`src/verilog/ftv_pkg.sv`:
```
/*
 * ftv_pkg: shared constants and types of the fault tolerant vote unit.
 * assumes: included by every design file of the vote unit and by the link model and bench.
 */
package ftv_pkg;

	// default shape of one node's receive side
	localparam int FTV_SOURCES = 4;
	localparam int FTV_MSG_W = 16;
	localparam int FTV_TIME_W = 16;

	// reset values
	localparam logic FTV_TOGGLE_RST = 1'b0;
	localparam logic [1:0] FTV_TYPE_RST = 2'b00;

	// vote kinds selected by the controlling logic
	typedef enum logic [1:0] {
		VT_EVENT = 2'b00,
		VT_ROUTE = 2'b01,
		VT_WORD = 2'b10,
		VT_BIT = 2'b11
	} ftv_vote_t;

	// gray codes along idle, wait, vote
	typedef enum logic [1:0] {
		ST_IDLE = 2'b00,
		ST_WAIT = 2'b01,
		ST_VOTE = 2'b11
	} ftv_state_t;

endpackage : ftv_pkg

```
`src/verilog/ftv_vote_unit.sv`:
```
/*
 * ftv_vote_unit: buffers one message per remote source and votes them at a
 * scheduled local time (middle value, routing, word majority, bit majority).
 * assumes: one free-running clock; receivers deliver toggle-marked messages;
 * the controller arms a vote with its mask, kind and time in one strobe.
 */
`timescale 1ns/1ps

// What this block does
// - event vote is middle value select
// - routing votes only the chosen source
// - routing drops source with error or accusation
// - empty routing set gives defined empty result
// - word vote outputs exact-match majority value
// - majority is over half of eligible inputs
// - no word majority flags invalid and no-majority
// - bit vote takes majority per payload bit
// - bit without majority votes one
// - one receive input per remote source
// - received messages synchronised to local clock
// - buffered messages voted at scheduled local time
module ftv_vote_unit
	import ftv_pkg::*;
#(
	parameter int N = ftv_pkg::FTV_SOURCES,
	parameter int W = ftv_pkg::FTV_MSG_W,
	parameter int TW = ftv_pkg::FTV_TIME_W
) (
	input wire logic clock,
	input wire logic rst,
	input wire logic ce,
	input wire logic [N-1:0] rx_toggle,
	input wire logic [N*W-1:0] rx_data,
	input wire logic [N-1:0] rx_err,
	input wire logic arm,
	input wire logic [N-1:0] elig_mask,
	input wire ftv_pkg::ftv_vote_t vote_kind,
	input wire logic [$clog2(N)-1:0] route_sel,
	input wire logic [N-1:0] accuse,
	input wire logic [TW-1:0] sched_time,
	output logic [W-1:0] vote_result,
	output logic result_valid,
	output logic no_majority,
	output logic route_empty,
	output logic vote_done,
	output logic busy,
	output logic [TW-1:0] local_time
);

	localparam int CW = $clog2(N + 1);
	localparam int SW = $clog2(N);
	localparam logic [CW-1:0] ONE = CW'(1);

	ftv_state_t state_q;
	ftv_vote_t kind_q;
	logic [N-1:0] mask_q;
	logic [SW-1:0] sel_q;
	logic [TW-1:0] sched_q;
	logic [TW-1:0] time_q;

	logic [N-1:0] in_valid;
	logic [N-1:0] in_err;
	logic [W-1:0] in_data [N];
	logic [W-1:0] buf_q [N];
	logic [N-1:0] have_q;
	logic [N-1:0] err_q;

	logic [N-1:0] elig;
	logic [CW-1:0] n_elig;
	logic [CW-1:0] match_cnt [N];
	logic [CW-1:0] rank [N];
	logic [CW-1:0] mid;
	logic [W-1:0] mvs_val;
	logic [W-1:0] maj_val;
	logic maj_found;
	logic [W-1:0] bit_val;
	logic route_ok;
	logic fire;

	logic [W-1:0] result_q;
	logic valid_q;
	logic nomaj_q;
	logic empty_q;
	logic done_q;

	// one synchroniser per remote source
	genvar gi;
	generate
		for (gi = 0; gi < N; gi++) begin : g_rx
			ftv_rx_sync #(.W(W)) u_sync (
				.clock(clock),
				.rst(rst),
				.ce(ce),
				.rx_toggle(rx_toggle[gi]),
				.rx_data(rx_data[gi*W +: W]),
				.rx_err(rx_err[gi]),
				.msg_valid(in_valid[gi]),
				.msg_data(in_data[gi]),
				.msg_err(in_err[gi])
			);
		end
	endgenerate

	// free-running local-time clock
	always_ff @(posedge clock) begin
		if (rst)
			time_q <= '0;
		else if (ce)
			time_q <= time_q + TW'(1);
	end

	assign fire = (state_q == ST_WAIT) && (time_q == sched_q);

	// schedule: arm latches mask, kind, source and time together
	always_ff @(posedge clock) begin
		if (rst) begin
			state_q <= ST_IDLE;
			kind_q <= ftv_vote_t'(FTV_TYPE_RST);
			mask_q <= '0;
			sel_q <= '0;
			sched_q <= '0;
		end else if (ce) begin
			unique case (state_q)
				ST_IDLE: begin
					if (arm) begin
						kind_q <= vote_kind;
						mask_q <= elig_mask;
						sel_q <= route_sel;
						sched_q <= sched_time;
						state_q <= ST_WAIT;
					end
				end
				ST_WAIT: begin
					if (fire)
						state_q <= ST_VOTE;
				end
				ST_VOTE: begin
					state_q <= ST_IDLE;
				end
				default: begin
					state_q <= ST_IDLE;
				end
			endcase
		end
	end

	// message buffer; a message arriving while the vote consumes wins
	generate
		for (gi = 0; gi < N; gi++) begin : g_buf
			always_ff @(posedge clock) begin
				if (rst) begin
					buf_q[gi] <= '0;
					have_q[gi] <= 1'b0;
					err_q[gi] <= 1'b0;
				end else if (ce) begin
					if (in_valid[gi]) begin
						buf_q[gi] <= in_data[gi];
						err_q[gi] <= in_err[gi];
						have_q[gi] <= 1'b1;
					end else if (state_q == ST_VOTE) begin
						have_q[gi] <= 1'b0;
					end
				end
			end
		end
	endgenerate

	// eligibility; routing keeps only a clean, unaccused chosen source
	assign route_ok = mask_q[sel_q] && have_q[sel_q] && !err_q[sel_q] && !accuse[sel_q];

	always_comb begin
		if (kind_q == VT_ROUTE) begin
			elig = '0;
			elig[sel_q] = route_ok;
		end else begin
			elig = mask_q & have_q;
		end
	end

	always_comb begin
		n_elig = '0;
		for (int j = 0; j < N; j++)
			if (elig[j])
				n_elig = n_elig + ONE;
	end

	// per source: equal partners and sort rank among eligible inputs
	generate
		for (gi = 0; gi < N; gi++) begin : g_cmp
			always_comb begin
				match_cnt[gi] = '0;
				rank[gi] = '0;
				for (int j = 0; j < N; j++) begin
					if (elig[j] && buf_q[j] == buf_q[gi])
						match_cnt[gi] = match_cnt[gi] + ONE;
					if (elig[j] && (buf_q[j] < buf_q[gi] || (buf_q[j] == buf_q[gi] && j < gi)))
						rank[gi] = rank[gi] + ONE;
				end
			end
		end
	endgenerate

	// even counts take the lower of the two middle elements
	assign mid = (n_elig == '0) ? '0 : CW'((n_elig - ONE) >> 1);

	always_comb begin
		mvs_val = '0;
		maj_val = '0;
		maj_found = 1'b0;
		for (int i = 0; i < N; i++) begin
			if (elig[i] && rank[i] == mid)
				mvs_val = buf_q[i];
			if (elig[i] && {match_cnt[i], 1'b0} > {1'b0, n_elig}) begin
				maj_val = buf_q[i];
				maj_found = 1'b1;
			end
		end
	end

	// per bit: one unless zeros hold a strict majority
	generate
		for (gi = 0; gi < W; gi++) begin : g_bit
			logic [CW-1:0] zeros;
			always_comb begin
				zeros = '0;
				for (int j = 0; j < N; j++)
					if (elig[j] && !buf_q[j][gi])
						zeros = zeros + ONE;
			end
			assign bit_val[gi] = !({zeros, 1'b0} > {1'b0, n_elig});
		end
	endgenerate

	// result registers, updated only in the vote cycle
	always_ff @(posedge clock) begin
		if (rst) begin
			result_q <= '0;
			valid_q <= 1'b0;
			nomaj_q <= 1'b0;
			empty_q <= 1'b0;
		end else if (ce && state_q == ST_VOTE) begin
			nomaj_q <= 1'b0;
			empty_q <= 1'b0;
			unique case (kind_q)
				VT_EVENT: begin
					result_q <= mvs_val;
					valid_q <= (n_elig != '0);
				end
				VT_ROUTE: begin
					// empty set: zero word, invalid, flagged, never a stale value
					result_q <= route_ok ? mvs_val : '0;
					valid_q <= route_ok;
					empty_q <= !route_ok;
				end
				VT_WORD: begin
					result_q <= maj_found ? maj_val : '0;
					valid_q <= maj_found;
					nomaj_q <= !maj_found;
				end
				VT_BIT: begin
					result_q <= bit_val;
					valid_q <= 1'b1;
				end
			endcase
		end
	end

	always_ff @(posedge clock) begin
		if (rst)
			done_q <= 1'b0;
		else if (ce)
			done_q <= (state_q == ST_VOTE);
	end

	assign vote_result = result_q;
	assign result_valid = valid_q;
	assign no_majority = nomaj_q;
	assign route_empty = empty_q;
	assign vote_done = done_q;
	assign busy = state_q[0];
	assign local_time = time_q;

	// checks
	property p_evt_mid;
		@(posedge clock) disable iff (rst)
		(ce && state_q == ST_VOTE && kind_q == VT_EVENT && n_elig != '0)
			|=> (valid_q && result_q == $past(mvs_val));
	endproperty
	a_evt_mid: assert property (p_evt_mid) else $error("event vote not middle value");

	property p_route_pass;
		@(posedge clock) disable iff (rst)
		(ce && state_q == ST_VOTE && kind_q == VT_ROUTE && route_ok)
			|=> (valid_q && !empty_q && result_q == $past(buf_q[sel_q]));
	endproperty
	a_route_pass: assert property (p_route_pass) else $error("routed value wrong");

	property p_route_drop;
		@(posedge clock) disable iff (rst)
		(ce && state_q == ST_VOTE && kind_q == VT_ROUTE && (err_q[sel_q] || accuse[sel_q]))
			|=> (!valid_q && empty_q && result_q == '0);
	endproperty
	a_route_drop: assert property (p_route_drop) else $error("faulty source routed");

	property p_word_maj;
		@(posedge clock) disable iff (rst)
		(ce && state_q == ST_VOTE && kind_q == VT_WORD && maj_found)
			|=> (valid_q && !nomaj_q && result_q == $past(maj_val));
	endproperty
	a_word_maj: assert property (p_word_maj) else $error("word majority lost");

	property p_word_none;
		@(posedge clock) disable iff (rst)
		(ce && state_q == ST_VOTE && kind_q == VT_WORD && n_elig == '0)
			|=> (nomaj_q && !valid_q);
	endproperty
	a_word_none: assert property (p_word_none) else $error("empty word vote not flagged");

	property p_bit_empty;
		@(posedge clock) disable iff (rst)
		(ce && state_q == ST_VOTE && kind_q == VT_BIT && n_elig == '0)
			|=> (result_q == {W{1'b1}});
	endproperty
	a_bit_empty: assert property (p_bit_empty) else $error("tied bits not one");

	property p_on_time;
		@(posedge clock) disable iff (rst)
		(ce && state_q == ST_WAIT && time_q == sched_q) |=> (state_q == ST_VOTE);
	endproperty
	a_on_time: assert property (p_on_time) else $error("vote missed schedule");

	property p_not_early;
		@(posedge clock) disable iff (rst)
		(state_q == ST_WAIT && time_q != sched_q) |=> (state_q != ST_VOTE);
	endproperty
	a_not_early: assert property (p_not_early) else $error("vote before schedule");

	property p_done_pulse;
		@(posedge clock) disable iff (rst)
		(ce && done_q) |=> (!ce || !done_q) ##1 (!ce || !done_q);
	endproperty
	a_done_pulse: assert property (p_done_pulse) else $error("done held too long");

	property p_cov_word_none;
		@(posedge clock) disable iff (rst)
		ce && state_q == ST_VOTE && kind_q == VT_WORD && !maj_found && n_elig != '0;
	endproperty
	c_word_none: cover property (p_cov_word_none);

	property p_cov_evt_even;
		@(posedge clock) disable iff (rst)
		ce && state_q == ST_VOTE && kind_q == VT_EVENT && n_elig == CW'(2);
	endproperty
	c_evt_even: cover property (p_cov_evt_even);

	property p_cov_route_acc;
		@(posedge clock) disable iff (rst)
		ce && state_q == ST_VOTE && kind_q == VT_ROUTE && accuse[sel_q];
	endproperty
	c_route_acc: cover property (p_cov_route_acc);

	property p_cov_bit;
		@(posedge clock) disable iff (rst)
		ce && state_q == ST_VOTE && kind_q == VT_BIT && n_elig == CW'(N);
	endproperty
	c_bit: cover property (p_cov_bit);

endmodule : ftv_vote_unit

```
`src/verilog/ftv_rx_sync.sv`:
```
/*
 * ftv_rx_sync: brings one receiver's message into the local oscillator domain.
 * assumes: the receiver flips rx_toggle once per message and holds rx_data and
 * rx_err steady until the next flip, at least three clocks later.
 */
`timescale 1ns/1ps

module ftv_rx_sync
	import ftv_pkg::*;
#(
	parameter int W = ftv_pkg::FTV_MSG_W
) (
	input wire logic clock,
	input wire logic rst,
	input wire logic ce,
	input wire logic rx_toggle,
	input wire logic [W-1:0] rx_data,
	input wire logic rx_err,
	output logic msg_valid,
	output logic [W-1:0] msg_data,
	output logic msg_err
);

	logic meta_q;
	logic sync_q;
	logic last_q;

	// two stages; meta_q feeds sync_q only
	always_ff @(posedge clock) begin
		if (rst) begin
			meta_q <= FTV_TOGGLE_RST;
			sync_q <= FTV_TOGGLE_RST;
			last_q <= FTV_TOGGLE_RST;
		end else if (ce) begin
			meta_q <= rx_toggle;
			sync_q <= meta_q;
			last_q <= sync_q;
		end
	end

	// data is quiet by the time the toggle has crossed, so sampling it is safe
	always_ff @(posedge clock) begin
		if (rst) begin
			msg_valid <= 1'b0;
			msg_data <= '0;
			msg_err <= 1'b0;
		end else if (ce) begin
			msg_valid <= sync_q ^ last_q;
			if (sync_q ^ last_q) begin
				msg_data <= rx_data;
				msg_err <= rx_err;
			end
		end
	end

	property p_sync_pulse;
		@(posedge clock) disable iff (rst)
		(ce && msg_valid) |=> (!ce || !msg_valid);
	endproperty
	a_sync_pulse: assert property (p_sync_pulse) else $error("message strobe longer than one cycle");

endmodule : ftv_rx_sync

```
`config.mk`:
```
export PLATFORM = sky130hd
export DESIGN_NAME = ftv_vote_unit
export DESIGN_NICKNAME = d
export VERILOG_FILES = /design/src/verilog/ftv_pkg.sv /design/src/verilog/ftv_vote_unit.sv /design/src/verilog/ftv_rx_sync.sv
export SDC_FILE = /design/constraint.sdc
export NUM_CORES = 1
export LEC_CHECK = 0
export BUFFER_PORTS_ARGS = -buffer_cell sky130_fd_sc_hd__buf_2
export CAP_MARGIN = 25
export CORE_ASPECT_RATIO = 1.4
export CORE_MARGIN = 5
export CORE_UTILIZATION = 45
export CTS_BUF_LIST = sky130_fd_sc_hd__clkbuf_16
export CTS_CLUSTER_SIZE = 8
export DETAILED_ROUTE_END_ITERATION = 7
export HOLD_SLACK_MARGIN = 0.15
export SLEW_MARGIN = 20
export SYNTH_ARGS = -nofsm -noshare
export SYNTH_HDL_FRONTEND = slang
export SYNTH_SLANG_ARGS = --single-unit
```
`constraint.sdc`:
```
create_clock -name clock -period 9.64 [get_ports clock]
set_input_delay 2.892 -clock clock [delete_from_list [all_inputs] [get_ports clock]]
set_output_delay 2.892 -clock clock [all_outputs]
set_load 0.05 [all_outputs]
```
==> impl_metrics.ini, run 1 <==
[setup_path]
worstSetupPathType = in2reg
cp.arrival_ns = 8.07
cp.required_ns = 10.07
end_kind = flip-flop
start_kind = input port
cp_max_fo = 16

[yosys]
seq_area_frac_synth = 0.3128
synth_flop_cell = dfxtp_1
synth_area_mm2 = 0.01600
synth_edf_count = 64
synth.distinct_cells = 80
yosys_warnings = 0
avgSynthCellArea_um2 = 8.747
synth.top_cell.area_share = 0.1927
async_flop_share = 0
yosysMostFrequentCell = nor2_1
yosysTopAreaCell = dfxtp_1
syn_nets = 2129
yosys-top-cells-count = nor2_1 (219), ha_1 (196), nand2_1 (163)
ys_ff_latch = 218
syn-instance-count = 1829
synth_area_leaders = dfxtp_1 (19%), ha_1 (15%), edfxtp_1 (12%)

[cells_and_area]
drive_gt1_frac = 0.1325
diodes = 0
nNetsFinal = 2244
fin_area_mm2 = 0.01808
area_delta_synth_final_pct = 13.01

[place]
gp_congestion = 0.9814
portBuffers = 140
placed_area_mm2 = 0.01721
dp_hpwl_um = 39800

[sta]
fmax_mhz = 131.0
setup_viol = 0
rsz0062_at_grt = false
tightest_slew_ns = 0.9831
fin_tns_setup_ns = 0
period_share = 0.7921
drv_slew = 0
fin_crit_ns = 7.635
hold_viol_final = 0
maxSlewHeadroom = 0.3390
skew_ns = 0.02782

[drt]
drc = 0
drt_iter0_drc = 1049
antenna_left = 0
vias_per_cell = 5.849
num_vias = 14140
dr.pass1.iters = 5
avgRoutedWirePerCell_um = 21.50
finalWirelength_um = 52000

[die]
top_level_ports = 141
dieArea_mm2 = 0.03948
die-height_um = 233.1
coreArea_mm2 = 0.03507
core.rowCount = 81
die_w_um = 169.4
initial_utilization = 0.4563

[min_path]
hold_path_class = reg2reg

[clock_tree]
cts_resized = 0
cts-hold-fix-buffers = 0
clkLatencyLatePin_ns = 0.57
cts_tree = yes
clkTransAtPathRegs_ns = 0.06
cts_max_level = 1
clock-sinks = 218
ctsRootBufferMaster = clkbuf_16
cts_buffer_depth = 3
cts_setup_buffers = 0
numCtsBuffers = 31

[grt]
antenna_found_initial = 0
track_usage = 0.2566
grt_pass1_wl_um = 79900
grt_max_degree = 73
grt_overflow = 0
grt_pass1_vias = 14000

[power_and_ir_drop]
leakage_nw = 9.036
power.density_mw_per_mm2 = 120.3
total_power_mw = 2.175
ir_drop_v = 0.0001667

[run_status]
status = finished, final reports clean

[run]
max_cap_violations = 0
cell usage in the layout, fill, tap and decap left out, drive strengths merged, types with 18 or more instances in the layout:
| master | netlist | final |
|---|---|---|
| ha | 196 | 196 |
| dfxtp | 154 | 154 |
| nor2b | 18 | 18 |
| nand4 | 28 | 28 |
| nand2 | 163 | 163 |
| mux2 | 19 | 19 |
| nand3 | 43 | 43 |
| a221o | 19 | 19 |
| inv | 114 | 133 |
| nor3 | 22 | 22 |
| xor2 | 55 | 55 |
| nor2 | 220 | 220 |
| xnor2 | 58 | 58 |
| clkbuf | 69 | 31 |
| mux2i | 85 | 85 |
| o211ai | 20 | 20 |
| and3 | 89 | 89 |
| a221oi | 32 | 32 |
| a21oi | 97 | 97 |
| o21ai | 38 | 38 |
| edfxtp | 64 | 64 |
| a21o | 29 | 29 |
| buf | 21 | 172 |
per-stage QoR:
step | utilization | instances | hold WS (ns) | setup slack, ns
floorplan | - | 1829 | 0.4243 | 2.334
global placement | 0.4886 | 2362 | 0.4438 | 1.728
detailed placement | 0.4908 | 2367 | 0.4522 | 1.607
CTS | 0.5156 | 2418 | 0.4666 | 2.142
global route | 0.5156 | 2418 | 0.4893 | 1.677
finish | 0.5156 | 2418 | 0.4604 | 2.005
metal layers:
layer	track usage	vias to the layer above	wire length (um)
met5	0	-	0
met4	0.1364	0	3121
met3	0.03657	131	3327
met2	0.4378	529	24690
met1	0.3121	6709	20850
li1	-	6773	-
where the power goes:
group / switching [mW] / total (mW) / internal (mW)
Clock: 0.393 / 0.964 / 0.572
Sequential: 0.0412 / 1.01 / 0.970
Combinational: 0.120 / 0.200 / 0.0798
logic make-up (layout without fill, tap and decap cells):
kind of cell / Yosys count / after routing / share of synthesized area
DFF: 218 / 218 / 0.3128
and+or+nand+nor: 642 / 642 / 0.1905
AOI/OAI and AO/OA: 350 / 350 / 0.1609
buffers and inverters: 204 / 337 / 0.05029
xor gates and xnor gates: 114 / 114 / 0.06428
adders and majority gates: 196 / 196 / 0.1533
muxes: 105 / 105 / 0.06796
path summary, 6_finish.rpt:
path / start / endpoint / slack [ns] / cells past startpoint
worst min-delay path: g_rx[0].u_sync.msg_err$_SDFFE_PP0P_ / err_q[0]$_SDFFE_PP0P_ / 0.46 / 2
worst max register to register: kind_q[0]$_SDFFE_PP0P_ / vote_result[14]$_SDFFE_PP0P_ / 3.72 / 14
worst min register to register: g_rx[0].u_sync.msg_err$_SDFFE_PP0P_ / err_q[0]$_SDFFE_PP0P_ / 0.46 / 2
worst max-delay path: accuse[1] / vote_result[14]$_SDFFE_PP0P_ / 2.00 / 16
worst max-delay path, cell delays in order:
cell	delay, ns
buf_2	0.10
nor3b_1	0.23
a21oi_1	0.16
o41ai_1	0.39
and2_1	0.50
ha_1	0.44
inv_1	0.17
and3_1	0.21
a2111oi_4	0.67
a21oi_1	0.09
mux2i_1	0.73
nor2_1	0.14
o21a_1	0.23
o211a_1	0.54
a221oi_1	0.38
o32ai_1	0.15
layout make-up:
class / count / area [um2]
tap: 456 / 570.5
clock buffer: 31 / 775.7
inverter: 114 / 427.9
timing repair buffer: 172 / 982.2
sequential: 218 / 5005
fill: 3386 / 16990
multi-input combinational: 1407 / 10220
clock inverter: 20 / 95.09
sequential cells by signal (all words and copies together), names as in the netlist, 2 cells and up:
register and flops:
have_q 4, g_rx.u_sync.msg_valid 4, sched_q 16, g_rx.u_sync.msg_err 4, g_rx.u_sync.sync_q 4, vote_result 16
g_rx.u_sync.msg_data 64, g_rx.u_sync.meta_q 4, state_q 2, err_q 4, sel_q 2, kind_q 2
g_rx.u_sync.last_q 4, buf_q 64, mask_q 4, local_time 16
Power figures use the tool's default switching activity.
==> inputs of run 2 (changes only) <==
ABC_AREA = 1   (was not set)
clock period = 7.95 ns   (was 9.64 ns; I/O delays follow)
==> run 2 against run 1 <==
  * Clock-buffer cell count stayed put
  * Non-clock buffer count is 13 lower
  * Synthesized cell count is 30% higher
  * Utilization down 0.89 points
  * Clock skew is essentially flat
  * Setup slack worse by 1.1 ns
  * Clock power increased by 21%
  * Largest power group unchanged
  * Sequential power increased by 25%
==> impl_metrics.ini, run 2 <==
[cells_and_area]
area_delta_synth_final_pct = 11.71
diodes = 0
nFillCells = 3728
final_common_cell = nand2_1
nNetsFinal = 2788
final_cell_mix = nand2_1 (445), inv_1 (321), nor2_1 (276), nand3_1 (208), ha_1 (196)
drive_gt1_frac = 0.1109
reg_top3 = buf_q x64, g_rx.u_sync.msg_data x64
seq_area_mm2 = 0.005005
multi_input_area_mm2 = 0.01001

[yosys]
syn_nets = 2681
synthSimpleGateAreaFrac = 0.2785
yosys_warnings = 0
synth_flop_cell = dfxtp_1
synth_top_family_by_area = simple AND/OR/NAND/NOR gates
synth.distinct_cells = 47
avgSynthCellArea_um2 = 6.964
async_flop_share = 0
synth_area_mm2 = 0.01658
synth_area_leaders = dfxtp_1 (19%), ha_1 (15%), edfxtp_1 (12%)
synth_edf_count = 64
synth-compound-area-share = 0.1367
syn-instance-count = 2381
yosysTopAreaCell = dfxtp_1
synthAdderAreaFrac = 0.1479
yosys-top-cells-count = nand2_1 (445), inv_1 (303), nor2_1 (277)
synth.top_cell.area_share = 0.1859
yosysMostFrequentCell = nand2_1
synth_xor_area_frac = 0.02641
synth.area.mux_share = 0.01343
seq_area_frac_synth = 0.3018
ys_ff_latch = 218

[clock_tree]
cts_resized = 0
cts_setup_buffers = 0
numCtsBuffers = 31
clkLatencyLatePin_ns = 0.57
clock-sinks = 218
clkTransAtPathRegs_ns = 0.05
cts_buffer_depth = 3
cts_max_level = 1
ctsRootBufferMaster = clkbuf_16
cts-hold-fix-buffers = 0
cts_tree = yes

[sta]
fin_tns_setup_ns = 0
period_share = 0.8845
skew_ns = 0.02741
rsz0062_at_grt = false
setup_viol = 0
fmax_mhz = 142.2
fin_crit_ns = 7.032
tightest_slew_ns = 0.9662
maxSlewHeadroom = 0.3552
hold_viol_final = 0
drv_slew = 0

[grt]
antenna_found_initial = 1
grt_pass1_vias = 15600
track_usage = 0.2681
grt_overflow = 0
grt_max_degree = 77
grt_pass1_wl_um = 85950

[place]
portBuffers = 140
gp_congestion = 0.9362
dp_hpwl_um = 42630

[die]
coreArea_mm2 = 0.03656
top_level_ports = 141
die_w_um = 172.2
die-height_um = 237.1
core.rowCount = 83
dieArea_mm2 = 0.04084
initial_utilization = 0.4536

[setup_path]
max_stage_delay_ns = 0.52
worstSetupPathType = in2reg
crit_path_frequent_cell = nand2_1
cp.required_ns = 8.38
cp_max_fo = 17
start_kind = input port
cp_num_buf_inv = 6
crit_slowest_cell = nand2_1
critPathTopFamily = simple AND/OR/NAND/NOR gates
rr_startpoint = sel_q[0]$_SDFFE_PP0P_
worstSetupStartpoint = accuse[0]
cp.arrival_ns = 7.46
end_kind = flip-flop

[drt]
num_vias = 16270
avgRoutedWirePerCell_um = 18.78
drt_iter0_drc = 1120
antenna_left = 0
drc = 0
dr.pass1.iters = 7
vias_per_cell = 5.471
finalWirelength_um = 55850

[power_and_ir_drop]
leakage_nw = 9.004
power.density_mw_per_mm2 = 157.1
ir_drop_v = 0.0001513
total_power_mw = 2.910

[run_status]
status = finished, final reports clean

[min_path]
hold_path_class = reg2reg
min_from = g_rx[3].u_sync.msg_data[8]$_SDFFE_PP0P_

[run]
max_cap_violations = 0
==> run 2: cell types whose count changed in the layout (fill, tap and decap cells not counted), moves of 22 or more <==
cell      before  now
nor2_1       219  276
o21ai_0       36  167
a21o_1        29    3
inv_1        132  321
a21oi_1       97  190
xor2_1        55   22
nand3_1       43  208
a221oi_1      22    0
mux2i_1       85    2
nor3_1        20   62
nand2_1      163  445
xnor2_1       56   28
and3_1        89    0
==> run 2: kinds of logic after synthesis <==
| logic type | count (synthesis) |
|---|---|
| and+or+nand+nor | 1071 |
| AOI/OAI and AO/OA | 421 |
| buffers and inverters | 405 |
| DFF | 218 |
| adders and majority gates | 196 |
| xor gates and xnor gates | 50 |
| muxes | 20 |
==> run 2: cell type report <==
cell class / instances / area share
Sequential cell: 218 / 0.2702
Tap cell: 467 / 0.03155
Clock inverter: 21 / 0.004593
Clock buffer: 31 / 0.04188
Inverter: 320 / 0.06491
Multi-Input combinational cell: 1758 / 0.5403
Timing Repair Buffer: 159 / 0.04661
==> run 2: path summary, 6_finish.rpt <==
check | endpoint | slack, ns | cells after the start
worst max-delay path | vote_result[15]$_SDFFE_PP0P_ | 0.92 | 33
worst min-delay path | g_rx[3].u_sync.msg_data[8]$_SDFFE_PP0P_ | 0.45 | 2
worst max register to register | vote_result[15]$_SDFFE_PP0P_ | 2.05 | 31
worst min register to register | g_rx[3].u_sync.msg_data[8]$_SDFFE_PP0P_ | 0.45 | 2
==> run 2: where the power goes <==
part           total (mW)  internal [mW]  switching (mW)
combinational       0.481          0.165           0.316
sequential           1.26           1.21          0.0550
clock                1.17          0.690           0.477
==> run 2: metrics by stage <==
| step | cell area (um2) | worst slack, ns | util | instances | hold WS, ns |
|---|---|---|---|---|---|
| 2_1_floorplan | 16580 | 0.9906 | - | 2381 | 0.4300 |
| 3_3_place_gp | 17630 | 0.5955 | 0.4824 | 2921 | 0.4413 |
| 3_5_place_dp | 17630 | 0.4571 | 0.4824 | 2921 | 0.4466 |
| 4_1_cts | 18500 | 0.9633 | 0.5060 | 2973 | 0.4543 |
| 5_1_grt | 18520 | 0.3817 | 0.5067 | 2974 | 0.4665 |
| 6_report | 18520 | 0.9181 | 0.5067 | 2974 | 0.4501 |
==> run 2: per-layer routing <==
layer  wire length, um  vias to the layer above  track usage
li1                  -                     8057            -
met1             22010                     7512       0.3206
met2             27770                      561       0.4736
met3              3198                      140      0.03457
met4              2857                        2       0.1206
met5                13                        -            0
==> run 2: tightest hold or removal path: cells and delay by family (launching register included) <==
family	cells	cell delay, ns
DFF	1	0.29
buffers and inverters	1	0.06
AOI/OAI and AO/OA	1	0.05
==> inputs of run 3 (changes only) <==
BUFFER_PORTS_ARGS = -buffer_cell sky130_fd_sc_hd__buf_4   (was -buffer_cell sky130_fd_sc_hd__buf_2)
CORE_UTILIZATION = 62   (was 45)
PLACE_DENSITY = 0.82   (was not set)
==> run 3 against run 2 <==
  * Sequential share of layout area is 0.24 points lower
  * Non-clock buffer count is 1 higher
  * Setup slack better by 0.24 ns
  * Combinational power is 4% higher
  * First-iteration DRC count is 33% higher
  * Design area is 0.89% higher
  * Wire length is 2.0% lower
  * Clock skew is 0.011 ns lower
  * Utilization is 20 points higher
  * Critical path depth is 1 higher
  * Total power is 0.24% higher
  * Critical endpoint is now vote_result[1]$_SDFFE_PP0P_
  * Largest cell class unchanged
==> impl_metrics.ini, run 3 (synthesized netlist as in run 2, its figures left out) <==
[cells_and_area]
drive_gt1_frac = 0.1105
fin_area_mm2 = 0.01869
final_cell_mix = nand2_1 (445), inv_1 (322), nor2_1 (277), nand3_1 (208), ha_1 (196)
area_delta_synth_final_pct = 12.71
nFillCells = 2242
nNetsFinal = 2789
reg_top3 = buf_q x64, g_rx.u_sync.msg_data x64
final_common_cell = nand2_1
post-route-util = 0.7112

[run_status]
status = finished, final reports clean

[grt]
antenna_found_initial = 0
grt_pass1_wl_um = 86420
grt_max_degree = 61
track_usage = 0.3584
grt_overflow = 0
grt_pass1_vias = 16650

[sta]
hold_viol_final = 0
drv_slew = 0
setup_viol = 0
fin_tns_setup_ns = 0
tightest_slew_ns = 0.9678
period_share = 0.8539
skew_ns = 0.01659
rsz0062_at_grt = false
maxSlewHeadroom = 0.3541
worst_slack_ns = 1.162
fmax_mhz = 147.3
fin_crit_ns = 6.788

[setup_path]
start_kind = input port
max_stage_delay_ns = 0.49
r2r_end = vote_result[1]$_SDFFE_PP0P_
cp.required_ns = 8.42
crit_path_frequent_cell = nand2_1
worstSetupStartpoint = accuse[2]
worstSetupPathType = in2reg
r2r_cells = 32
r2r_slack_ns = 2.23
cp.arrival_ns = 7.26
cp_max_fo = 18
crit_slowest_cell = nand2_1
crit_path_end = vote_result[1]$_SDFFE_PP0P_
end_kind = flip-flop
rr_startpoint = sel_q[0]$_SDFFE_PP0P_

[place]
dp_hpwl_um = 41260
placed_area_mm2 = 0.01783
portBuffers = 140
gp_congestion = 0.9996
dp_slack_ns = 0.7622

[clock_tree]
cts_setup_buffers = 0
cts_resized = 0
numCtsBuffers = 31
cts_buffer_depth = 3
cts-hold-fix-buffers = 0
cts_max_level = 1
clkTransAtPathRegs_ns = 0.06
clock-sinks = 218
cts_tree = yes
clkLatencyLatePin_ns = 0.54
ctsRootBufferMaster = clkbuf_16

[power_and_ir_drop]
leakage_nw = 9.088
power.density_mw_per_mm2 = 156.1
ir_drop_v = 0.0002246

[die]
die_w_um = 148.2
die-height_um = 203.5
coreArea_mm2 = 0.02628
core.rowCount = 70
dieArea_mm2 = 0.03016
initial_utilization = 0.6310
top_level_ports = 141

[drt]
dr.pass1.iters = 8
drc = 0
avgRoutedWirePerCell_um = 19.32
drt_iter0_drc = 1484
num_vias = 16850
antenna_left = 0
vias_per_cell = 5.949
finalWirelength_um = 54720

[min_path]
hold_path_class = reg2reg

[run]
max_cap_violations = 0
-- run 3: cell type report --
| cell class | instances | area (um2) | share of cell area |
|---|---|---|---|
| antenna | 1 | 2.502 | 0.0001339 |
| clock buffer | 31 | 775.7 | 0.04151 |
| clock inverter | 20 | 78.83 | 0.004218 |
| inverter | 320 | 1202 | 0.06434 |
| multi-input combinational | 1758 | 10000 | 0.5354 |
| sequential | 218 | 5005 | 0.2678 |
| tap | 324 | 405.4 | 0.02169 |
| timing repair buffer | 160 | 1214 | 0.06494 |
-- run 3: worst min path at each step --
| stage | depth (start not counted) | startpoint | to | slack, ns |
|---|---|---|---|---|
| 3_3_place_gp | 2 | g_rx[3].u_sync.msg_data[13]$_SDFFE_PP0P_ | g_rx[3].u_sync.msg_data[13]$_SDFFE_PP0P_ | 0.44 |
| 6_report | 2 | g_rx[3].u_sync.msg_data[3]$_SDFFE_PP0P_ | g_rx[3].u_sync.msg_data[3]$_SDFFE_PP0P_ | 0.45 |
| 2_1_floorplan | 2 | g_rx[0].u_sync.msg_data[10]$_SDFFE_PP0P_ | g_rx[0].u_sync.msg_data[10]$_SDFFE_PP0P_ | 0.43 |
| 3_5_place_dp | 2 | g_rx[3].u_sync.msg_data[3]$_SDFFE_PP0P_ | g_rx[3].u_sync.msg_data[3]$_SDFFE_PP0P_ | 0.44 |
| 5_1_grt | 2 | g_rx[3].u_sync.msg_err$_SDFFE_PP0P_ | g_rx[3].u_sync.msg_err$_SDFFE_PP0P_ | 0.46 |
| 4_1_cts | 2 | g_rx[3].u_sync.msg_data[3]$_SDFFE_PP0P_ | g_rx[3].u_sync.msg_data[3]$_SDFFE_PP0P_ | 0.45 |
-- run 3: where the power goes --
part / internal [mW] / total [mW] / switching [mW]
combinational: 0.180 / 0.500 / 0.321
clock: 0.689 / 1.15 / 0.465
sequential: 1.21 / 1.26 / 0.0571
total: 2.07 / 2.92 / 0.842
-- run 3: critical path, delay by kind of cell --
family / cells / cell delay [ns]
fa+ha+maj: 3 / 0.84
buf+inv: 9 / 1.45
simple gates: 19 / 2.08
compound gates: 3 / 0.51
-- run 3: layer usage --
metal  wire, um  track usage  share of wire
met3       4741      0.06646          0.087
met2      26150       0.6167           0.48
met5          0            0              0
met1      20130       0.4129           0.37
met4       3707       0.2133          0.068
-- run 3: metrics by stage --
stage	hold slack (ns)	instances	total power, mW
floorplan	0.4300	2381	1.593
global placement	0.4402	2779	1.748
detailed placement	0.4438	2780	1.769
CTS	0.4513	2831	2.912
global route	0.4630	2831	3.041
finish	0.4503	2832	2.917
